==> src/plsr_pkg.sv <==
// shared constants and carriers for the parallel-load shift register
// assumes a single core clock domain and synchronous active-low reset
package plsr_pkg;

   // -----------------------------------------------------------------
   // structure
   // -----------------------------------------------------------------
   localparam int unsigned STAGE_COUNT  = 8;
   localparam int unsigned SNAP_DEPTH   = 8;
   localparam int unsigned FIRST_STAGE  = 0;
   localparam int unsigned LAST_STAGE   = STAGE_COUNT - 1;

   // -----------------------------------------------------------------
   // reset values and mode select codes
   // -----------------------------------------------------------------
   localparam logic [STAGE_COUNT-1:0] STAGES_RST   = 8'h00;
   localparam logic                   NOR_PREV_RST = 1'b1;
   localparam logic                   SEL_LOAD     = 1'b0;
   localparam logic                   SEL_SHIFT    = 1'b1;

   // -----------------------------------------------------------------
   // carriers
   // -----------------------------------------------------------------
   typedef logic [STAGE_COUNT-1:0] plsr_stages_t;

   // one record per register update, pushed into the snapshot fifo; a clear that meets a full fifo gets none
   typedef struct packed {
      logic         was_clear;
      logic         was_load;
      plsr_stages_t stages;
   } plsr_snap_t;

   localparam int unsigned SNAP_WIDTH = $bits(plsr_snap_t);

endpackage : plsr_pkg

==> src/plsr_shift_reg.sv <==
// parallel-load / serial-shift eight stage register with snapshot fifo
// assumes clock, inhibit, mode, data and clear pins already synchronous
// to core_clk_i; the gated clock is sampled, not used as a clock
`timescale 1ns/1ps

// -------------------------------------------------------------------
// generic flip-flop fifo
// -------------------------------------------------------------------
module plsr_fifo #(
   parameter int unsigned WIDTH = 8,
   parameter int unsigned DEPTH = 8
) (
   // clock and reset
   input  wire logic             core_clk_i,
   input  wire logic             rst_n_i,
   // fill side
   input  wire logic             in_valid_i,
   output logic                  in_ready_o,
   input  wire logic [WIDTH-1:0] in_data_i,
   // drain side
   output logic                  out_valid_o,
   input  wire logic             out_ready_i,
   output logic      [WIDTH-1:0] out_data_o
);
   localparam int unsigned AW = (DEPTH > 1) ? $clog2(DEPTH) : 1;

   initial begin
      if (DEPTH < 2 || (DEPTH & (DEPTH - 1)) != 0 || WIDTH < 1) begin
         $error("plsr_fifo: depth must be a power of two >= 2");
      end
   end

   logic [WIDTH-1:0] mem_r [DEPTH];
   logic [AW-1:0]    wr_ptr_r;
   logic [AW-1:0]    rd_ptr_r;
   logic [AW:0]      count_r;
   logic             push;
   logic             pop;

   assign in_ready_o  = (count_r != (AW+1)'(DEPTH));
   assign out_valid_o = (count_r != '0);
   assign out_data_o  = mem_r[rd_ptr_r];
   assign push        = in_valid_i && in_ready_o;
   assign pop         = out_valid_o && out_ready_i;

   always_ff @(posedge core_clk_i) begin
      if (push) begin
         mem_r[wr_ptr_r] <= in_data_i;
      end
   end

   always_ff @(posedge core_clk_i) begin
      if (!rst_n_i) begin
         wr_ptr_r <= '0;
         rd_ptr_r <= '0;
         count_r  <= '0;
      end else begin
         if (push) begin
            wr_ptr_r <= wr_ptr_r + AW'(1);
         end
         if (pop) begin
            rd_ptr_r <= rd_ptr_r + AW'(1);
         end
         count_r <= count_r + (AW+1)'(push) - (AW+1)'(pop);
      end
   end

   property p_no_overflow;
      @(posedge core_clk_i) disable iff (!rst_n_i)
      count_r <= (AW+1)'(DEPTH);
   endproperty
   a_no_overflow: assert property (p_no_overflow)
      else $error("fifo count above depth");

endmodule : plsr_fifo

// -------------------------------------------------------------------
// top: shift register
// -------------------------------------------------------------------
module plsr_shift_reg #(
   parameter int unsigned STAGES = plsr_pkg::STAGE_COUNT,
   parameter int unsigned DEPTH  = plsr_pkg::SNAP_DEPTH
) (
   // clock and reset
   input  wire logic                core_clk_i,
   input  wire logic                rst_n_i,
   // register pins
   input  wire logic                clock_pin_i,
   input  wire logic                clock_gate_block_i,
   input  wire logic                shift_load_select_i,
   input  wire logic                serial_in_i,
   input  wire logic                direct_clear_n_i,
   input  wire plsr_pkg::plsr_stages_t par_i,
   output logic                     serial_out_o,
   // snapshot stream
   output logic                     snap_valid_o,
   input  wire logic                snap_ready_i,
   output plsr_pkg::plsr_snap_t     snap_data_o
);
   import plsr_pkg::*;

   initial begin
      if (STAGES != STAGE_COUNT) begin
         $error("plsr_shift_reg: only eight stages are supported");
      end
   end

   // -----------------------------------------------------------------
   // gated clock edge detect
   // -----------------------------------------------------------------
   logic         nor_now;
   logic         nor_prev_r;
   logic         edge_seen;
   logic         stall;
   logic         take_edge;
   plsr_stages_t stages_r;
   plsr_stages_t stages_nxt;

   // inhibit falling while the clock pin is low also gives a nor rising edge, as inh_edge uses
   assign nor_now   = ~(clock_pin_i | clock_gate_block_i);
   assign edge_seen = nor_now & ~nor_prev_r;
   // a full snapshot fifo swallows the edge rather than lose a record
   assign take_edge = edge_seen & ~stall;

   always_ff @(posedge core_clk_i) begin
      if (!rst_n_i) begin
         nor_prev_r <= NOR_PREV_RST;
      end else begin
         nor_prev_r <= nor_now;
      end
   end

   // -----------------------------------------------------------------
   // stage update
   // -----------------------------------------------------------------
   always_comb begin
      if (shift_load_select_i == SEL_LOAD) begin
         stages_nxt = par_i;
      end else begin
         stages_nxt = {stages_r[LAST_STAGE-1:FIRST_STAGE], serial_in_i};
      end
   end

   always_ff @(posedge core_clk_i) begin
      if (!rst_n_i) begin
         stages_r <= STAGES_RST;
      end else if (!direct_clear_n_i) begin
         // clear is sampled, so it acts at the next core edge, not at once
         stages_r <= STAGES_RST;
      end else if (take_edge) begin
         stages_r <= stages_nxt;
      end
   end

   assign serial_out_o = stages_r[LAST_STAGE];

   // -----------------------------------------------------------------
   // snapshot fifo and output stage
   // -----------------------------------------------------------------
   plsr_snap_t snap_in;
   logic       snap_push;
   logic       fifo_ready;
   logic       fifo_valid;
   logic       fifo_pop;
   logic [SNAP_WIDTH-1:0] fifo_data;
   logic       out_valid_r;
   plsr_snap_t out_data_r;

   assign snap_push         = take_edge | ~direct_clear_n_i;
   assign snap_in.was_clear = ~direct_clear_n_i;
   assign snap_in.was_load  = (shift_load_select_i == SEL_LOAD);
   assign snap_in.stages    = direct_clear_n_i ? stages_nxt : STAGES_RST;
   assign stall             = ~fifo_ready;
   assign fifo_pop          = fifo_valid & (~out_valid_r | snap_ready_i);

   plsr_fifo #(
      .WIDTH (SNAP_WIDTH),
      .DEPTH (DEPTH)
   ) u_snap_fifo (
      .core_clk_i  (core_clk_i),
      .rst_n_i     (rst_n_i),
      .in_valid_i  (snap_push),
      .in_ready_o  (fifo_ready),
      .in_data_i   (snap_in),
      .out_valid_o (fifo_valid),
      .out_ready_i (fifo_pop),
      .out_data_o  (fifo_data)
   );

   always_ff @(posedge core_clk_i) begin
      if (!rst_n_i) begin
         out_valid_r <= 1'b0;
         out_data_r  <= '0;
      end else if (fifo_pop) begin
         out_valid_r <= 1'b1;
         out_data_r  <= plsr_snap_t'(fifo_data);
      end else if (snap_ready_i) begin
         out_valid_r <= 1'b0;
      end
   end

   assign snap_valid_o = out_valid_r;
   assign snap_data_o  = out_data_r;

   // -----------------------------------------------------------------
   // assertions
   // -----------------------------------------------------------------
   property p_shift;
      @(posedge core_clk_i) disable iff (!rst_n_i)
      take_edge && direct_clear_n_i && shift_load_select_i
         |=> stages_r == {$past(stages_r[LAST_STAGE-1:FIRST_STAGE]), $past(serial_in_i)};
   endproperty
   a_shift: assert property (p_shift)
      else $error("shift did not move stages");

   property p_load;
      @(posedge core_clk_i) disable iff (!rst_n_i)
      take_edge && direct_clear_n_i && !shift_load_select_i |=> stages_r == $past(par_i);
   endproperty
   a_load: assert property (p_load)
      else $error("parallel load not captured");

   property p_serial_ignored;
      @(posedge core_clk_i) disable iff (!rst_n_i)
      take_edge && direct_clear_n_i && !shift_load_select_i && (serial_in_i != par_i[0])
         |=> stages_r[FIRST_STAGE] != $past(serial_in_i);
   endproperty
   a_serial_ignored: assert property (p_serial_ignored)
      else $error("serial data entered during load");

   property p_hold_no_edge;
      @(posedge core_clk_i) disable iff (!rst_n_i)
      !(nor_now && !nor_prev_r) && direct_clear_n_i |=> $stable(stages_r);
   endproperty
   a_hold_no_edge: assert property (p_hold_no_edge)
      else $error("stages changed without gated clock edge");

   property p_blocked;
      @(posedge core_clk_i) disable iff (!rst_n_i)
      (clock_pin_i || clock_gate_block_i) [*2] ##0 direct_clear_n_i |=> $stable(stages_r);
   endproperty
   a_blocked: assert property (p_blocked)
      else $error("clocking not blocked by high input");

   property p_clear;
      @(posedge core_clk_i) disable iff (!rst_n_i)
      !direct_clear_n_i |=> stages_r == STAGES_RST && !serial_out_o;
   endproperty
   a_clear: assert property (p_clear)
      else $error("clear did not zero stages");

   property p_out_last;
      @(posedge core_clk_i) disable iff (!rst_n_i)
      take_edge && direct_clear_n_i && shift_load_select_i
         |=> serial_out_o == $past(stages_r[LAST_STAGE-1]);
   endproperty
   a_out_last: assert property (p_out_last)
      else $error("serial output not fed from seventh stage");

   property p_order;
      @(posedge core_clk_i) disable iff (!rst_n_i)
      take_edge && direct_clear_n_i && !shift_load_select_i
         |=> serial_out_o == $past(par_i[LAST_STAGE]) && stages_r[FIRST_STAGE] == $past(par_i[0]);
   endproperty
   a_order: assert property (p_order)
      else $error("parallel input order wrong");

   property p_snap_hold;
      @(posedge core_clk_i) disable iff (!rst_n_i)
      snap_valid_o && !snap_ready_i |=> snap_valid_o && $stable(snap_data_o);
   endproperty
   a_snap_hold: assert property (p_snap_hold)
      else $error("snapshot record changed while stalled");

   // a dropped edge must leave the stages alone
   property p_stall_hold;
      @(posedge core_clk_i) disable iff (!rst_n_i)
      edge_seen && stall && direct_clear_n_i |=> $stable(stages_r);
   endproperty
   a_stall_hold: assert property (p_stall_hold)
      else $error("stages moved on a dropped edge");

   c_shift_run: cover property (@(posedge core_clk_i) disable iff (!rst_n_i)
      (take_edge && shift_load_select_i) ##[1:20] (take_edge && shift_load_select_i));
   c_load: cover property (@(posedge core_clk_i) disable iff (!rst_n_i)
      take_edge && !shift_load_select_i && direct_clear_n_i);
   c_clear: cover property (@(posedge core_clk_i) disable iff (!rst_n_i)
      !direct_clear_n_i ##1 direct_clear_n_i);
   c_stall: cover property (@(posedge core_clk_i) disable iff (!rst_n_i)
      edge_seen && stall);
   c_inh_clock: cover property (@(posedge core_clk_i) disable iff (!rst_n_i)
      clock_gate_block_i ##1 (take_edge && !clock_pin_i));

endmodule : plsr_shift_reg
==> config.mk <==
export PLATFORM = sky130hd
export DESIGN_NAME = plsr_shift_reg
export DESIGN_NICKNAME = d
export VERILOG_FILES = /design/src/plsr_pkg.sv /design/src/plsr_shift_reg.sv
export SDC_FILE = /design/constraint.sdc
export NUM_CORES = 1
export LEC_CHECK = 0
export BUFFER_PORTS_ARGS = -buffer_cell sky130_fd_sc_hd__buf_4
export CAP_MARGIN = 20
export CORE_AREA = 2 2 120 75
export DETAILED_ROUTE_END_ITERATION = 8
export DIE_AREA = 0 0 122 77
export PLACE_DENSITY_LB_ADDON = 0.1
export REMOVE_ABC_BUFFERS = 1
export SYNTH_ARGS = -nofsm -noshare
export SYNTH_HDL_FRONTEND = slang
export SYNTH_SLANG_ARGS = --single-unit
==> constraint.sdc <==
create_clock -name core_clk_i -period 2.4 [get_ports core_clk_i]
set_clock_uncertainty 0.1 [all_clocks]
set_input_delay 0.12 -clock core_clk_i [delete_from_list [all_inputs] [get_ports core_clk_i]]
set_output_delay 0.12 -clock core_clk_i [all_outputs]
set_load 0.05 [all_outputs]
# Word-level counts from Yosys, hierarchy flattened
# Memory sizes are Yosys's and may differ from the RTL's. A register that Yosys moved wholly into a read port is not among the register bits.
# Cells that the tools add are included.
dict set report op_classes {
  reduce_logical 6
  muxes 6
  add_sub_neg 4
  eq_ne 1
  bitwise_logic 11
}
# cell n
set ops {}
lappend ops {{8-bit two-way mux} 2}
lappend ops {{3-bit by 1-bit adder with 3-bit output, second input constant} 2}
lappend ops {{1-bit inverter} 5}
lappend ops {{4-bit by 1-bit adder with 4-bit output} 1}
lappend ops {{1-bit two-way mux} 4}
lappend ops {{4-bit != test, second input constant} 1}
lappend ops {{4-bit nonzero test} 1}
lappend ops {{4-bit by 1-bit subtractor with 4-bit output} 1}
lappend ops {{1-bit bitwise AND} 3}
lappend ops {{1-bit OR} 3}
lappend ops {{1-bit logical AND} 2}
lappend ops {{2-bit AND reduction} 1}
lappend ops {{2-bit nonzero test} 1}
lappend ops {{1-bit logical NOT} 1}
dict set report word_totals {
  input_bits 16
  memories 1
  mem_bits_rw 80
  ff_bits 20
  output_inout_bits 12
  word_cells 35
}
# memory depth width read_ports rd_clocked_by_memory_dff wr line_no
set memory_table {}
lappend memory_table {u_snap_fifo.mem_r 8 10 1 1 1 plsr_shift_reg.sv:33} ;# logic [WIDTH-1:0] mem_r [DEPTH];

# Longest topological paths before layout
# Gate-level depths: netlist (run 1).
dict set report logic_depth {
  depth_word 8
  depth_mapped 13
  ltp_nobuf 11
}

# By module
# From an unflattened synthesis (run 1), not the netlist that was laid out.
dict set report unflattened {
  hier_cells 293
  hier_area_um2 4674.5
}
# module seq_area_each_um2 area_per_inst_um2 cells_each n_inst
set modules_own_cells {}
lappend modules_own_cells {plsr_fifo 2662.6 3779.9 193 1}
lappend modules_own_cells {plsr_shift_reg 400.4 894.6 100 1}

# Worst setup path before layout (run 1)
# OpenSTA, ideal clock, no wires.
dict set report synth_path {
  kind {register to register}
  startpoint {reg u_snap_fifo.count_r[2]}
  endpoint {reg u_snap_fifo.count_r[1]}
  t_arrival_ns 2.314
  required_ns 2.185
  setup_slack_ns -0.129
  path_stages_with_launch 12
  setup_ns 0.115
  n_path_buf 2
  cell_sequence {dfxtp_1 -> inv_1 -> ha_1 -> or3b_1 -> and2_1 -> buf_2 -> buf_6 -> ha_1 -> inv_1 -> ha_1 -> fa_1 -> and2_1}
}
# element line_no
set synth_rtl {}
lappend synth_rtl {{start: declaration} plsr_shift_reg.sv:36} ;# logic [AW:0] count_r;
lappend synth_rtl {{start signal: assignment} plsr_shift_reg.sv:64} ;# count_r <= count_r + (AW+1)'(push) - (AW+1)'(pop);
lappend synth_rtl {{start signal: assignment} plsr_shift_reg.sv:70} ;# count_r <= (AW+1)'(DEPTH);
lappend synth_rtl {{4-bit nonzero test} plsr_shift_reg.sv:41} ;# assign out_valid_o = (count_r != '0);
lappend synth_rtl {{1-bit bitwise AND} plsr_shift_reg.sv:174} ;# assign fifo_pop = fifo_valid & (~out_valid_r | snap_ready_i);
lappend synth_rtl {{via fifo_pop} plsr_shift_reg.sv:164} ;# logic fifo_pop;
lappend synth_rtl {{1-bit logical AND} plsr_shift_reg.sv:44} ;# assign pop = out_valid_o && out_ready_i;
lappend synth_rtl {{4-bit by 1-bit subtractor with 4-bit output} plsr_shift_reg.sv:64}
# The timed path passes the listed nets, and every way through them passes these cells.
# A chain may end at the register's enable or synchronous reset.

# Final worst setup path (run 1)
dict set report layout_path {
  startpoint {reg u_snap_fifo.count_r[2]}
  endpoint {reg u_snap_fifo.count_r[1]}
}
dict set report layout_between {
  elab_chain_cells 6
}
# element line_no
set layout_lines {}
lappend layout_lines {{4-bit != test} plsr_shift_reg.sv:40} ;# assign in_ready_o = (count_r != (AW+1)'(DEPTH));
lappend layout_lines {{1-bit bitwise AND} plsr_shift_reg.sv:123} ;# assign take_edge = edge_seen & ~stall;
lappend layout_lines {{1-bit OR} plsr_shift_reg.sv:169} ;# assign snap_push = take_edge | ~direct_clear_n_i;
lappend layout_lines {{1-bit logical AND} plsr_shift_reg.sv:43} ;# assign push = in_valid_i && in_ready_o;
lappend layout_lines {{4-bit by 1-bit adder with 4-bit output} plsr_shift_reg.sv:64}
lappend layout_lines {{4-bit by 1-bit subtractor with 4-bit output *} plsr_shift_reg.sv:64}
# Mark *: on every way between the ends. The rest lies on a longest branch, timed or not.

==> impl_results.md, run 1 <==
* Status: finished, final reports clean
* Top Ports at 28
* Pin count of the biggest net entering global routing at 23
* Top-count cell post-synth: edfxtp_1
* RSZ-0062 raised after global routing: false
* Router iterations before antenna repair at 4
* IO Port Bufs at 27
* Leakage at 1.79 nW
* Layout cells sized above 1 at 0.303
* Clock Path Buffers at 2
* GPL Wtd Cong at approximately 0.77
* Die area at 9390 um^2
* Rel. slew slack at 0.596
* Crit Path Max Fanout at 2
* Setup crit start kind: register
* GRT Resource Usage Total at 0.198
* F_max at approximately 430 MHz
* Die extent in x at approximately 120 um
* Routed length per instance at 19.4 um
* Final Util at 0.620
* Final Power at 5.91 mW
* Syn Inst Count at between 200 and 300
* Top FF cell, synth: edfxtp_1
* DRT antenna net count at 0
* H-tree Lvls at 3
* Hold endpoint: snap_valid_o
* Initial core utilization at 0.529
* Hold Crit Depth at 3
* Seq/Total Area, Yosys at 0.684
* Avg Cell Area, Syn at approximately 16 um^2
* Clk slew on worst S/H paths at roughly 0.070 ns
* FF-to-FF setup slack at a little over 0.09 ns
* Post-synth EDFFs at 80
* Critical path class: register to register
* Max Cap Viol at 0
* DR DRC count at 0
* Routed wire length at roughly 8300 um
* HP Class: input pin to register
* Synth cell count leaders: edfxtp_1 (80), dfxtp_1 (30), nor2_1 (27)
* Antenna diodes at 0
* Die Y at 77 um
* Core area at 8300 um^2
* Root Buffer: clkbuf_16
* FILL cells at 633
* Remaining global-route overflow at 0
* CTS Buf Count at 9
* Reg2Reg Launch Point: u_snap_fifo.count_r[2]
* Tightest Pin Transition at ~0.60 ns
* Hold_sp: snap_ready_i
* Post-place instance area at ~4800 um^2
* Maximum vdd drop at 0.502 mV
* CTS tree: done
* CP Data Required Time at around 2.6 ns
* Synth area leaders: edfxtp_1 (55%), dfxtp_1 (14%), mux4_2 (10%)
* Final Hold Fails at 0
* Post-synth top area share at 0.547
* Final nets at roughly 340
* Vias in the first global route at roughly 2300
* First-pass GRT wire length at 13400 um
* Num rows at 26
* Seq cells post-synth at 110
* Worst EP arrival at approximately 2.5 ns
* Worst skew pair latency at around 0.34 ns
* Detailed placement HPWL at approximately 5300 um
* Yosys top cell by area: edfxtp_1
* Post-route minimum period at 2.31 ns
* Initial antenna violation count at 0
* Final Cycle Share at 0.961
* Post-Syn Area at about 4400 um^2
* Via count at 2329
* Final Slew Violations at 0
* Final-report setup violation count at 0
* Sink Count at 110
* Synth warn at 0
* Critical Path Sink Type: register
* Design Area, Final at 5140 um^2
* Reg2Reg Depth at 9
* Iter 0 DRT Violations at about 240
* Multi-input gate area at 1310 um^2
* Netlist cell types at 37
* Vias per inst at roughly 5.4
* Placed Cells at 411
* Post-Layout Cell Count at 429
* Layout Area Growth over Synthesis at 17.2%
* Worst r2r dst: u_snap_fifo.count_r[1]
* Fraction of registers with async set or reset after synthesis at 0
* Sequential cell area at 3000 um^2
* Pwr/cell area at 1150 nW/um^2
## cells by family after synthesis
family,count (synthesis),share of synthesized area
DFF,110,0.684
and+or+nand+nor,47,0.0502
muxes,39,0.146
AOI/OAI and AO/OA,37,0.0553
buffers and inverters,21,0.0268
adders and majority gates,9,0.0274
xor gates and xnor gates,5,0.00998
## area by class of cell
| type | count | share of cell area |
|---|---|---|
| flip-flops and latches | 110 | 0.584 |
| multi-input cells | 137 | 0.255 |
| repair buffers | 44 | 0.0676 |
| clock buffers | 10 | 0.0445 |
| well taps | 112 | 0.0272 |
| clock inverters | 6 | 0.0134 |
| inverters | 10 | 0.00827 |
## how the worst max path moves through the flow
stage | endpoint | depth (start not counted) | startpoint
2_1_floorplan | u_snap_fifo.count_r[1] | 9 | u_snap_fifo.count_r[2]
3_3_place_gp | u_snap_fifo.count_r[2] | 10 | u_snap_fifo.count_r[2]
3_5_place_dp | u_snap_fifo.count_r[2] | 10 | u_snap_fifo.count_r[2]
4_1_cts | u_snap_fifo.count_r[1] | 9 | u_snap_fifo.count_r[2]
5_1_grt | u_snap_fifo.count_r[3] | 11 | u_snap_fifo.count_r[2]
6_report | u_snap_fifo.count_r[1] | 9 | u_snap_fifo.count_r[2]
## sequential cells by signal (all words and copies together), names as in the netlist
name                  count
u_snap_fifo.wr_ptr_r      3
stages_r                  8
u_snap_fifo.rd_ptr_r      3
snap_valid_o              1
u_snap_fifo.count_r       4
snap_data_o              10
nor_prev_r                1
u_snap_fifo.mem_r        80
## per-stage QoR
stage	hold slack, ns	TNS (ns)	worst slack [ns]
CTS	0.0230	0	0.00289
detailed placement	0.221	0	0.0160
global placement	0.215	0	0.0844
finish	0.0410	0	0.0933
global route	0.0389	0	0.0213
floorplan	0.0962	-0.534	-0.157
## worst max-delay path, cell delays in order (launching register included)
cell and delay [ns]:
dfxtp_1 0.30, inv_1 0.07, ha_2 0.17, or3b_4 0.37
and2_4 0.17, ha_4 0.26, inv_2 0.04, ha_4 0.15
fa_2 0.51, and2_1 0.11
## power by group
| group | total [mW] | internal (mW) | switching (mW) |
|---|---|---|---|
| combinational | 2.03 | 0.878 | 1.15 |
| sequential | 2.41 | 2.30 | 0.116 |
| clock | 1.47 | 0.817 | 0.653 |
| total | 5.91 | 3.99 | 1.92 |
## placed cells by master (no fill, tap or decap), types with 5 or more instances in the layout
cell type / Yosys / final
o21ai_1: 9 / 9
dfxtp_1: 30 / 30
a211oi_1: 6 / 6
mux4_2: 20 / 20
nor2_1: 27 / 27
mux2i_1: 19 / 19
inv_1: 7 / 5
nand2_1: 5 / 5
a21oi_1: 12 / 11
buf_4: 2 / 41
clkbuf_16: 0 / 9
edfxtp_1: 80 / 80
ha_1: 8 / 5
## what timing repair did
item | in CTS | in global routing
setup buffers | 0 | 0
hold buffers | 2 | 0
cloned | 0 | 0
endpoints found under the hold margin | 1 | 0
pin swaps | 0 | 1
setup endpoints to repair | 1 | 3
gates resized for setup | 2 | 8
## per-layer routing
layer	global-route usage	vias to the layer above	wire, um
li1	-	1111	-
met1	0.298	1167	4090
met2	0.282	45	3860
met3	0.0603	6	323
met4	0.0517	0	48
met5	0	-	0
(Power assumes the default switching activity.)
==> run 2: changes to the inputs <==
CORE_AREA = 2 2 67 133   (was 2 2 120 75)
DIE_AREA = 0 0 69 135   (was 0 0 122 77)
==> run 2 against run 1 <==
Effect of this change: utilization decreased by 0.24 points; sequential power about the same; clock-buffer cell count increased by 2; largest cell class unchanged; critical path depth unchanged; setup slack got worse by 0.026 ns.
==> impl_results.md, run 2 (same netlist as run 1, synthesis figures left out) <==
* Iter 0 DRT Violations at 169
* Final Slew Violations at 0
* Worst skew pair latency at 0.33 ns
* Rel. slew slack at 0.656
* Worst EP arrival at 2.46 ns
* Layout Area Growth over Synthesis at 15.9%
* Root Buffer: clkbuf_16
* Critical path class: register to register
* Critical Path Sink Type: register
* Setup crit start kind: register
* F_max at 429 MHz
* DR DRC count at 0
* Final Hold Fails at 0
* Crit Path Max Fanout at 2
* Num rows at 47
* Final-report setup violation count at 0
* Multi-input gate area at about 1300 um^2
* Clock Path Buffers at 2
* Core area at slightly above 8000 um^2
* Die Y at between 100 and 150 um
* Via count at ~2300
* Commonest cells after routing, fill and taps aside: edfxtp_1 (80), buf_4 (40), dfxtp_1 (29)
* Max reg flops at 80
* CTS Buf Count at 9
* CP top delay family: adder cells
* Leakage at 1.78 nW
* GPL Wtd Cong at about 0.72
* Clk slew on worst S/H paths at 0.07 ns
* Top Ports at 28
* First-pass GRT wire length at between 10000 and 15000 um
* Die extent in x at between 60 and 70 um
* Final nets at 336
* Antenna diodes at 0
* CP Data Required Time at between 2 and 3 ns
* Sink Count at 110
* Pwr/cell area at 1130 nW/um^2
* Status: finished, final reports clean
* Critical-path top delay cell: fa_2
* GRT Resource Usage Total at 0.192
* Post-route minimum period at between 2 and 2.5 ns
* Tightest Pin Transition at between 0.5 and 0.6 ns
* Final Cycle Share at 0.972
* Sequential cell area at between 3000 and 4000 um^2
* Routed length per instance at approximately 20 um
* Max Cap Viol at 0
* H-tree Lvls at 3
* Hold slack at 0.0508 ns
* Final Power at about 5.7 mW
* Router iterations before antenna repair at 5
* Commonest non-fill, non-tap cell in the layout: edfxtp_1
* Remaining global-route overflow at 0
* Final Util at 0.618
* DRT antenna net count at 0
* Vias in the first global route at about 2400
* Initial antenna violation count at 0
* Slowest stage delay, CP at between 0.4 and 0.5 ns
* Post-place instance area at roughly 4800 um^2
* Design Area, Final at 5080 um^2
* Die area at ~9300 um^2
* Cells along the critical path: inv_1, ha_2, or3b_1, and2_4, ha_1, inv_2, ha_4, fa_2, and2_1
* Routed wire length at between 8000 and 9000 um
* HP Class: input pin to register
* Maximum vdd drop at ~0.65 mV
* Vias per inst at about 5.6
* Largest Register: u_snap_fifo.mem_r
* Pin count of the biggest net entering global routing at 23
* Worst path bufs/invs at 2
* Initial core utilization at 0.533
* CTS tree: done
* IO Port Bufs at 27
* Detailed placement HPWL at 5270 um
* Layout cells sized above 1 at 0.294
* FILL cells at 647
[run 2: worst register-to-register path, stage by stage, from the launching register on]
cell	delay [ns]
dfxtp_2	0.32
inv_1	0.05
ha_2	0.17
or3b_1	0.37
and2_4	0.16
ha_1	0.29
inv_2	0.07
ha_4	0.13
fa_2	0.42
and2_1	0.16
[run 2: layer usage]
layer | GRT usage | vias to the layer above | wire [um]
li1 | - | 1105 | -
met4 | 0.0730 | 0 | 140
met1 | 0.235 | 1167 | 3430
met3 | 0.0388 | 9 | 276
met5 | 0 | - | 0
met2 | 0.334 | 55 | 4410
[run 2: final timing paths]
path | from | endpoint | slack, ns | cells after the start
worst max-delay path | u_snap_fifo.count_r[3] | u_snap_fifo.count_r[1] | 0.07 | 9
worst min-delay path | par_i[0] | stages_r[0] | 0.05 | 3
worst max register to register | u_snap_fifo.count_r[3] | u_snap_fifo.count_r[1] | 0.07 | 9
worst min register to register | stages_r[6] | stages_r[6] | 0.40 | 2
[run 2: per-stage QoR]
stage | std cells | TNS [ns] | worst slack (ns)
2_1_floorplan | 257 | -0.534 | -0.157
3_3_place_gp | 395 | 0 | 0.0776
3_5_place_dp | 395 | 0 | 0.0603
4_1_cts | 413 | 0 | 0.0459
5_1_grt | 414 | -0.0166 | -0.0166
6_report | 414 | 0 | 0.0669
[run 2: cell type report]
class / instances / share of cell area
sequential: 110 / 0.591
multi-input combinational: 137 / 0.255
timing repair buffer: 43 / 0.0669
clock buffer: 12 / 0.0485
tap: 98 / 0.0241
inverter: 10 / 0.00837
clock inverter: 4 / 0.00615
[run 2: where the power goes]
group          internal (mW)  total [mW]  leakage, nW  switching, mW
registers               2.30        2.41        0.989          0.114
logic                  0.841        1.94        0.651           1.10
clock network          0.739        1.37        0.137          0.635
total                   3.88        5.73         1.78           1.85
[run 2: timing repair]
action / 4_1_cts / 5_1_grt
hold endpoints to repair: 1 / 0
resized for setup: 0 / 9
setup endpoints to repair: 0 / 3
hold buffers: 2 / 0
setup buffers: 0 / 1
